[config.mk]
export PLATFORM = sky130hd
export DESIGN_NAME = ddpi_top
export DESIGN_NICKNAME = d
export VERILOG_FILES = /design/src/ddpi_pkg.sv /design/src/ddpi_top.sv /design/src/ddpi_vsync_gen.sv
export SDC_FILE = /design/constraint.sdc
export NUM_CORES = 1
export LEC_CHECK = 0
export BUFFER_PORTS_ARGS = -buffer_cell sky130_fd_sc_hd__buf_4
export CAP_MARGIN = 20
export CORE_ASPECT_RATIO = 0.9
export CORE_MARGIN = 5
export CORE_UTILIZATION = 51
export DETAILED_ROUTE_END_ITERATION = 10
export GPL_TIMING_DRIVEN = 1
export PLACE_DENSITY = 0.81
export SYNTH_ARGS = -nofsm -noshare
export SYNTH_HDL_FRONTEND = slang
export SYNTH_SLANG_ARGS = --single-unit
export TNS_END_PERCENT = 1
[constraint.sdc]
create_clock -name clk_sys -period 2.89 [get_ports clk_sys]
set_input_delay 0 -clock clk_sys [delete_from_list [all_inputs] [get_ports clk_sys]]
set_output_delay 0 -clock clk_sys [all_outputs]
set_load 0.02 [all_outputs]
[src/ddpi_pkg.sv]
/*
 * Constants shared by the display DRAM pin interface.
 * Assumes a single system clock; no software registers.
 */
package ddpi_pkg;
	// =========================================================
	// Bus widths
	localparam int ADDR_W = 10;
	localparam int DATA_W = 16;
	localparam int ROW_W  = 10;
	localparam int COL_W  = 10;

	// =========================================================
	// Cycle timing counts (clk_sys cycles at 25 MHz)
	localparam int CLK_NS       = 40;
	localparam int ADDR_SETUP_NS = 40;
	localparam int ADDR_SETUP_CYC =
		(ADDR_SETUP_NS + CLK_NS - 1) / CLK_NS;
	localparam int STROBE_NS    = 80;
	localparam int STROBE_CYC   = (STROBE_NS + CLK_NS - 1) / CLK_NS;
	localparam int CNT_W        = 4;

	// =========================================================
	// Reset levels of strobes (all inactive high)
	localparam logic STROBE_IDLE = 1'b1;

	// =========================================================
	// Cycle sequencer states
	typedef enum logic [6:0] {
		ST_IDLE = 7'h01,
		ST_ROWA = 7'h02,
		ST_RAS  = 7'h04,
		ST_COLA = 7'h08,
		ST_CAS  = 7'h10,
		ST_DONE = 7'h20,
		ST_PRE  = 7'h40
	} ddpi_state_type;
endpackage : ddpi_pkg

[src/ddpi_top.sv]
/*
 * Display DRAM pin interface: sequences one read or write cycle on
 * multiplexed address, strobes, output enable and 16-bit data bus.
 * Assumes requests held until acknowledged and strobe select static.
 */
// How it works
// Vertical sync goes to monitor with configurable active polarity.
// One active-low row strobe latches row address on ten-bit bus.
// Active-low column strobe latches column address on same bus.
// Select low: two byte write strobes, one shared column strobe.
// Select high: two byte column strobes, one shared write strobe.
// Address bits 0 and 9 carry row only for asymmetric parts.
// Sixteen-bit data bus: driven on writes, sampled on reads.
// Active-low output enable lets DRAMs drive read data.
// Strobe select is latched when idle, never changes mid-cycle.
// Address is valid one cycle before each strobe falls.
`timescale 1ns/1ps
`default_nettype none
module ddpi_top #(
	parameter int ADDR_SETUP = ddpi_pkg::ADDR_SETUP_CYC,
	parameter int STROBE_LEN = ddpi_pkg::STROBE_CYC
) (
	input  wire logic                       clk_sys,
	input  wire logic                       resetn,
	input  wire logic                       dram_strobe_select,
	input  wire logic                       asym_mode,
	input  wire logic                       req_valid,
	input  wire logic                       req_write,
	input  wire logic [1:0]                 req_byte_en,
	input  wire logic [ddpi_pkg::ROW_W-1:0] req_row,
	input  wire logic [ddpi_pkg::COL_W-1:0] req_col,
	input  wire logic [ddpi_pkg::DATA_W-1:0] req_wdata,
	output logic                            req_ack,
	output logic [ddpi_pkg::DATA_W-1:0]     rd_data,
	output logic                            rd_valid,
	input  wire logic                       vsync_active,
	input  wire logic                       vsync_pol_high,
	output logic                            vsync_pin,
	output logic [ddpi_pkg::ADDR_W-1:0]     memory_address_bus,
	output logic                            row_strobe_n,
	output logic                            pin127_n,
	output logic [1:0]                      pin_we_cas_n,
	output logic                            out_en_n,
	input  wire logic [ddpi_pkg::DATA_W-1:0] memory_data_bus_in,
	output logic [ddpi_pkg::DATA_W-1:0]     memory_data_bus_out,
	output logic                            memory_data_bus_oe
);
	import ddpi_pkg::*;

	typedef struct packed {
		ddpi_state_type        st;
		logic [CNT_W-1:0]      cnt;
		logic                  sel;
		logic                  wr;
		logic [1:0]            be;
		logic [COL_W-1:0]      col;
		logic [ADDR_W-1:0]     ma;
		logic                  ras_n;
		logic                  p127_n;
		logic [1:0]            p_n;
		logic                  oe_n;
		logic [DATA_W-1:0]     dout;
		logic                  doe;
		logic [DATA_W-1:0]     rdat;
		logic                  rval;
		logic                  ack;
	} ddpi_state_all_type;

	localparam logic [CNT_W-1:0] SETUP_M1 = CNT_W'(ADDR_SETUP - 1);
	localparam logic [CNT_W-1:0] STRB_M1  = CNT_W'(STROBE_LEN - 1);

	ddpi_state_all_type s_reg;
	ddpi_state_all_type s_next;

	// =========================================================
	// Memory cycle sequencer
	always_comb begin
		s_next = s_reg;
		s_next.ack  = 1'b0;
		s_next.rval = 1'b0;
		case (s_reg.st)
			ST_IDLE: begin
				s_next.sel = dram_strobe_select;
				if (req_valid) begin
					s_next.wr  = req_write;
					s_next.be  = req_byte_en;
					s_next.col = req_col;
					s_next.ma  = req_row;
					s_next.cnt = SETUP_M1;
					s_next.st  = ST_ROWA;
					if (req_write) begin
						s_next.dout = req_wdata;
						s_next.doe  = 1'b1;
					end
				end
			end
			ST_ROWA: begin
				// Row address stands before row strobe falls
				if (s_reg.cnt == '0) begin
					s_next.ras_n = 1'b0;
					s_next.cnt   = STRB_M1;
					s_next.st    = ST_RAS;
				end else begin
					s_next.cnt = s_reg.cnt - 1'b1;
				end
			end
			ST_RAS: begin
				if (s_reg.cnt == '0) begin
					s_next.ma = s_reg.col;
					if (asym_mode) begin
						s_next.ma[0] = 1'b0;
						s_next.ma[ADDR_W-1] = 1'b0;
					end
					s_next.oe_n = s_reg.wr;
					s_next.cnt  = SETUP_M1;
					s_next.st   = ST_COLA;
				end else begin
					s_next.cnt = s_reg.cnt - 1'b1;
				end
			end
			ST_COLA: begin
				if (s_reg.cnt == '0) begin
					if (s_reg.sel) begin
						// Byte column strobes, shared write strobe
						s_next.p_n    = ~s_reg.be;
						s_next.p127_n = ~s_reg.wr;
					end else begin
						// Byte write strobes, shared column strobe
						s_next.p127_n = 1'b0;
						s_next.p_n    = s_reg.wr ? ~s_reg.be : 2'h3;
					end
					s_next.cnt = STRB_M1;
					s_next.st  = ST_CAS;
				end else begin
					s_next.cnt = s_reg.cnt - 1'b1;
				end
			end
			ST_CAS: begin
				if (s_reg.cnt == '0) begin
					s_next.st = ST_DONE;
				end else begin
					s_next.cnt = s_reg.cnt - 1'b1;
				end
			end
			ST_DONE: begin
				// Sample read data at end of column strobe
				if (!s_reg.wr) begin
					s_next.rdat = memory_data_bus_in;
					s_next.rval = 1'b1;
				end
				s_next.ras_n  = STROBE_IDLE;
				s_next.p127_n = STROBE_IDLE;
				s_next.p_n    = {2{STROBE_IDLE}};
				s_next.oe_n   = STROBE_IDLE;
				s_next.doe    = 1'b0;
				s_next.ack    = 1'b1;
				s_next.st     = ST_PRE;
			end
			ST_PRE: begin
				// One precharge cycle before next row
				s_next.st = ST_IDLE;
			end
			default: begin
				s_next.st = ST_IDLE;
			end
		endcase
	end

	// State register
	always_ff @(posedge clk_sys or negedge resetn) begin
		if (!resetn) begin
			s_reg        <= '0;
			s_reg.st     <= ST_IDLE;
			s_reg.ras_n  <= STROBE_IDLE;
			s_reg.p127_n <= STROBE_IDLE;
			s_reg.p_n    <= {2{STROBE_IDLE}};
			s_reg.oe_n   <= STROBE_IDLE;
		end else begin
			s_reg <= s_next;
		end
	end

	// Outputs straight from flip-flops
	assign memory_address_bus  = s_reg.ma;
	assign row_strobe_n        = s_reg.ras_n;
	assign pin127_n            = s_reg.p127_n;
	assign pin_we_cas_n        = s_reg.p_n;
	assign out_en_n            = s_reg.oe_n;
	assign memory_data_bus_out = s_reg.dout;
	assign memory_data_bus_oe  = s_reg.doe;
	assign rd_data             = s_reg.rdat;
	assign rd_valid            = s_reg.rval;
	assign req_ack             = s_reg.ack;

	// Sync polarity stage
	ddpi_vsync_gen i_ddpi_vsync_gen (
		.clk_sys        (clk_sys),
		.resetn         (resetn),
		.vsync_active   (vsync_active),
		.vsync_pol_high (vsync_pol_high),
		.vsync_pin      (vsync_pin)
	);
endmodule // ddpi_top
`default_nettype wire

[src/ddpi_vsync_gen.sv]
/*
 * Vertical sync output stage with selectable polarity.
 * Assumes the raw sync request comes from the display timing logic.
 */
`timescale 1ns/1ps
`default_nettype none
module ddpi_vsync_gen (
	input  wire logic clk_sys,
	input  wire logic resetn,
	input  wire logic vsync_active,
	input  wire logic vsync_pol_high,
	output var  logic vsync_pin
);
	import ddpi_pkg::*;

	typedef struct packed {
		logic out;
	} ddpi_vs_type;

	ddpi_vs_type s_reg;
	ddpi_vs_type s_next;

	// =========================================================
	// Polarity select
	always_comb begin
		s_next = s_reg;
		s_next.out = vsync_pol_high ? vsync_active : ~vsync_active;
	end

	// State register
	always_ff @(posedge clk_sys or negedge resetn) begin
		if (!resetn) begin
			s_reg <= '0;
		end else begin
			s_reg <= s_next;
		end
	end

	assign vsync_pin = s_reg.out;
endmodule // ddpi_vsync_gen
`default_nettype wire

# [Word level (Yosys, flattened, before mapping)]
# Cells that the tools add are included.
[word_totals] word_cells=81 in_bits=62 reg_bits=76
[op_classes] n_bitwise=3 n_eq_ne=13 n_reduce_logical=18 n_mux=29 n_addsub=1
[ops] cell="one-hot mux 7 bit (6 select lines)" n=1
[ops] cell="two-way mux 7 bit" n=4
[ops] cell="two-way mux 10 bit" n=2
[ops] cell="one-hot mux 10 bit (2 select lines)" n=1
[ops] cell="one-hot mux 4 bit (4 select lines)" n=1
[ops] cell="inequality test 2 bit (second input constant)" n=7
[ops] cell="two-way mux 4 bit" n=3
[ops] cell="AND reduction 3 bit" n=4
[ops] cell="two-way mux 11 bit" n=1
[ops] cell="AND reduction 2 bit" n=5
[ops] cell="nonzero test 2 bit" n=5
[ops] cell="two-way mux 1 bit" n=8
[ops] cell="== test 7 x 1 -> 1 bit (second input constant)" n=1
[ops] cell="== test 7 x 2 -> 1 bit (second input constant)" n=1
[ops] cell="== test 7 x 3 -> 1 bit (second input constant)" n=1
[ops] cell="== test 7 x 4 -> 1 bit (second input constant)" n=1
[ops] cell="== test 7 x 5 -> 1 bit (second input constant)" n=1
[ops] cell="== test 7 x 6 -> 1 bit (second input constant)" n=1
[ops] cell="two-way mux 3 bit" n=2
[ops] cell="one-hot mux 1 bit (2 select lines)" n=3
[ops] cell="one-hot mux 3 bit (2 select lines)" n=1
[ops] cell="AND reduction 5 bit" n=1
[ops] cell="zero test 4 bit" n=1
[ops] cell="two-way mux 2 bit" n=2
[ops] cell="5 further kinds" n=6

# [Logic depth before layout (Yosys ltp)]
[logic_depth] word_depth=5 depth_mapped=7 ltp_nobuf=6

# [Hierarchy]
# A second synthesis with hierarchy kept.
[unflattened] hier_cells=308 area_unflattened_um2=3657.3
[by_module_without_submodules] mod="ddpi_top" seq_area_each_um2=1884.3 cells_per_inst=306 area_per_inst_um2=3623.5 instances=1
[by_module_without_submodules] mod="ddpi_vsync_gen" seq_area_each_um2=25.0 cells_per_inst=2 area_per_inst_um2=33.8 instances=1

# [Worst setup path before layout]
# No wires, ideal clock.
[synth_timing] path_kind="reg-to-reg" start="register s_reg[64] (netlist name)" end="register s_reg (netlist bit memory_address_bus[2])" n_path_buf=1 t_arrival_ps=1961 period_less_slack_ps=2101 path_slack_ps=789 stages_incl_launch_ff=8 path_cell_list="dfrtp_1 > inv_1 > ha_1 > or3b_2 > or4_4 > buf_6 > o22ai_1 > a21oi_1"
[synth_via] elab_chain_len=3
[synth_lines] item="start, declared" line="ddpi_top.sv:72" rtl="ddpi_state_all_type s_reg;"
[synth_lines] item="start signal, assigned" line="ddpi_top.sv:179" rtl="s_reg <= s_next;"
[synth_lines] item="zero test 4 bit" line="ddpi_top.sv:108" rtl="if (s_reg.cnt == '0) begin"
[synth_lines] item="inequality test 2 bit (no source line)"
[synth_lines] item="AND reduction 3 bit (no source line)"
# Every way passes these cells.
# A chain may end at the register's enable or synchronous reset.

# [Worst setup path after layout]
[layout_timing] start="register s_reg[64] (netlist name)" end="register s_reg (netlist bit memory_address_bus[9])"
# Same word-level chain as after synthesis.

==> impl_metrics.env <==
export IMPL_avgSynthCellArea_um2=11.2
export IMPL_n_antenna_cell=0
export IMPL_synth_edf_count=0
export IMPL_grt_total_usage=0.212
export IMPL_wl_per_cell_um=16.7
export IMPL_setup_slack_ns=0.174
export IMPL_max_freq_mhz=368
export IMPL_rsz0062_at_grt="false"
export IMPL_drive_gt1_frac=0.394
export IMPL_syn_inst=322
export IMPL_synth_nets=386
export IMPL_cts_sinks=76
export IMPL_cts_root_buf="clkbuf_8"
export IMPL_nets=516
export IMPL_clk_pin_slew_ns=0.09
export IMPL_endpoint_kind="flop"
export IMPL_core_rowCount=29
export IMPL_tightest_slew_ns=0.917
export IMPL_synth_distinct_cells=49
export IMPL_num_vias=2863
export IMPL_period_minus_slack_ns=2.72
export IMPL_setup_tns_ns=0
export IMPL_cp_required_ns=3.13
export IMPL_maxCapViolCount=0
export IMPL_io_pins=113
export IMPL_min_from="req_write"
export IMPL_critPathKind="flop to flop"
export IMPL_portBuffers=112
export IMPL_fillers=472
export IMPL_cts_tree="yes"
export IMPL_ys_seq_elements=76
export IMPL_arrival_ns=2.96
export IMPL_clock_latency_ns=0.35
export IMPL_fin_skew_ns=0.0122
export IMPL_grt_pass1_vias=2935
export IMPL_r2r_end="memory_address_bus[9]"
export IMPL_regArea_mm2=0.00191
export IMPL_worstPathCellList="inv_1 > ha_1 > or3b_4 > or4_4 > o22ai_2 > dlygate4sd3_1 > nor2_1"
export IMPL_initial_core_util=0.517
export IMPL_outcome="finished, final reports clean"
export IMPL_dp_hpwl_um=5700
export IMPL_slew_limit_headroom=0.389
export IMPL_seq_area_frac_synth=0.531
export IMPL_worstHoldPathType="input port to flop"
export IMPL_largest_register_ff_count=25
export IMPL_synthArstFlopShare=1.00
export IMPL_firstDrtPassIters=4
export IMPL_rr_startpoint="s_reg[64]"
export IMPL_htreeDepth=3
export IMPL_p_per_area_mw_per_mm2=853
export IMPL_dr_first_iter_drc_count=148
export IMPL_hold_viol=0
export IMPL_setup_viol=0
export IMPL_yosysTopAreaCell="dfrtp_1"
export IMPL_worst_path_buf_inv=2
export IMPL_instances_no_fill=550
export IMPL_syn2layout_area_growth_pct=38.1
export IMPL_dp_slack_ns=0.553
export IMPL_final_util=0.713
export IMPL_crit_start="s_reg[64]"
export IMPL_drc=0
export IMPL_dpl_cell_count=473
export IMPL_vias_per_cell=5.21
export IMPL_critPathMaxStageDelay_ns=0.64
export IMPL_whs_path_depth=3
export IMPL_cts_buffer_depth=2
export IMPL_yosysTopAreaCellShare=0.487
export IMPL_peakVddDrop_mv=0.455
export IMPL_layout_common_cells="115 x buf_4, 70 x dfrtp_1, 61 x dlygate4sd3_1"
export IMPL_die_w_um=98.5
export IMPL_synth_top_cells_by_area="dfrtp_1 49%, mux2_2 10%, buf_4 9.4%, nand2_1 4.9%, dfstp_2 4.4%"
export IMPL_crit_fanout=12
export IMPL_p_leak_uw=0.00248
export IMPL_die_y_um=89.7
export IMPL_post_cts_buffers=0
export IMPL_multi_input_area_mm2=0.00124
export IMPL_core_area_mm2=0.00697
export IMPL_critPathTopFamily="simple AND/OR/NAND/NOR gates"
export IMPL_worstSetupStartpointType="flop"
export IMPL_synth_ff_type="dfrtp_1"
export IMPL_worstHoldEndpoint="s_reg[62]"
export IMPL_r2r_cells=7
export IMPL_place_gp_congestion=0.863
export IMPL_slowest_stage="or4_4"
export IMPL_antenna_left=0
export IMPL_antenna_found_initial=0
export IMPL_rrSetupSlack_ns=0.17
export IMPL_numCtsBuffers=9
export IMPL_synth_warnings=0
export IMPL_slew_viol_final=0
export IMPL_syn_area_mm2=0.00360
export IMPL_dieArea_mm2=0.00884
export IMPL_grt_pass1_wl_um=14600
export IMPL_gr_total_overflow=0
export IMPL_layout_commonest_cell="buf_4"
export IMPL_finalCritPeriodShare=0.940
export IMPL_grt_max_degree=77
export IMPL_postRouteWirelength_um=9180
## where the power goes
group	internal (uW)	leakage [uW]	switching (uW)	total, uW
Sequential	1420	0.000940	273	1690
Clock	325	0.0000886	435	760
Combinational	813	0.00145	971	1780
## timing repair
| item | 4_1_cts | 5_1_grt |
|---|---|---|
| hold buffers | 61 | 0 |
| setup endpoints to repair | 0 | 2 |
| hold endpoints to repair | 127 | 0 |
| gates resized for setup | 0 | 1 |
## metrics by stage
stage	power, uW	instance area, um^2	hold slack [ns]
floorplan	3020	3600	-0.296
global placement	3300	4170	0.191
detailed placement	3370	4170	0.190
CTS	4210	4970	0.122
global route	4500	4970	0.154
finish	4240	4970	0.145
## kinds of logic (layout without fill, tap and decap cells)
family	count (synthesis)	count (layout)	share of synthesized area
and+or+nand+nor	94	94	0.139
buffers and inverters	70	205	0.126
xor gates and xnor gates	3	3	0.00730
muxes	37	37	0.114
DFF	76	76	0.531
adders and majority gates	2	2	0.00695
AOI/OAI and AO/OA	40	40	0.0755
## layer usage
| metal | wire [um] | GRT usage |
|---|---|---|
| met5 | 0 | 0 |
| met4 | 128 | 0.0720 |
| met3 | 808 | 0.0633 |
| met2 | 4440 | 0.364 |
| met1 | 3810 | 0.260 |
## layout make-up
type,count,area share
clock buffer,9,0.0249
clock inverter,7,0.0116
inverter,13,0.00982
tap,93,0.0234
sequential,76,0.384
timing repair buffer,176,0.297
multi-input combinational,176,0.249
## tightest hold or removal path: stages
cell and delay, ns:
buf_4 0.09, nand2_2 0.24, nand2_1 0.14
## worst max-delay path by stage
| stage | end | slack (ns) | cells after the start |
|---|---|---|---|
| after floorplan | memory_address_bus[2] | 0.79 | 7 |
| after global placement | memory_address_bus[8] | 0.64 | 6 |
| after global routing | memory_address_bus[0] | 0.08 | 7 |
| after detailed placement | memory_address_bus[1] | 0.55 | 6 |
| final | memory_address_bus[9] | 0.17 | 7 |
| after CTS | memory_address_bus[9] | 0.05 | 7 |
## synthesized netlist by cell type, types with 2 or more instances
library cell	instances
clkbuf_1	4
o21ai_0	4
xnor2_1	3
mux2i_1	4
o22ai_2	2
inv_1	13
nand3_1	5
a21oi_1	11
mux2_2	33
o22ai_1	9
buf_2	5
dfstp_2	6
nor4_1	3
or4b_1	2
nand2_1	47
nand3b_1	2
or3_1	2
nor4b_1	2
ha_1	2
nor4_4	2
a21o_1	3
nor3_1	6
nand2b_1	3
nor2_1	6
buf_4	45
dfrtp_1	70
o311ai_0	2
buf_6	2
nor2b_1	4
(Power assumes the default switching activity.)
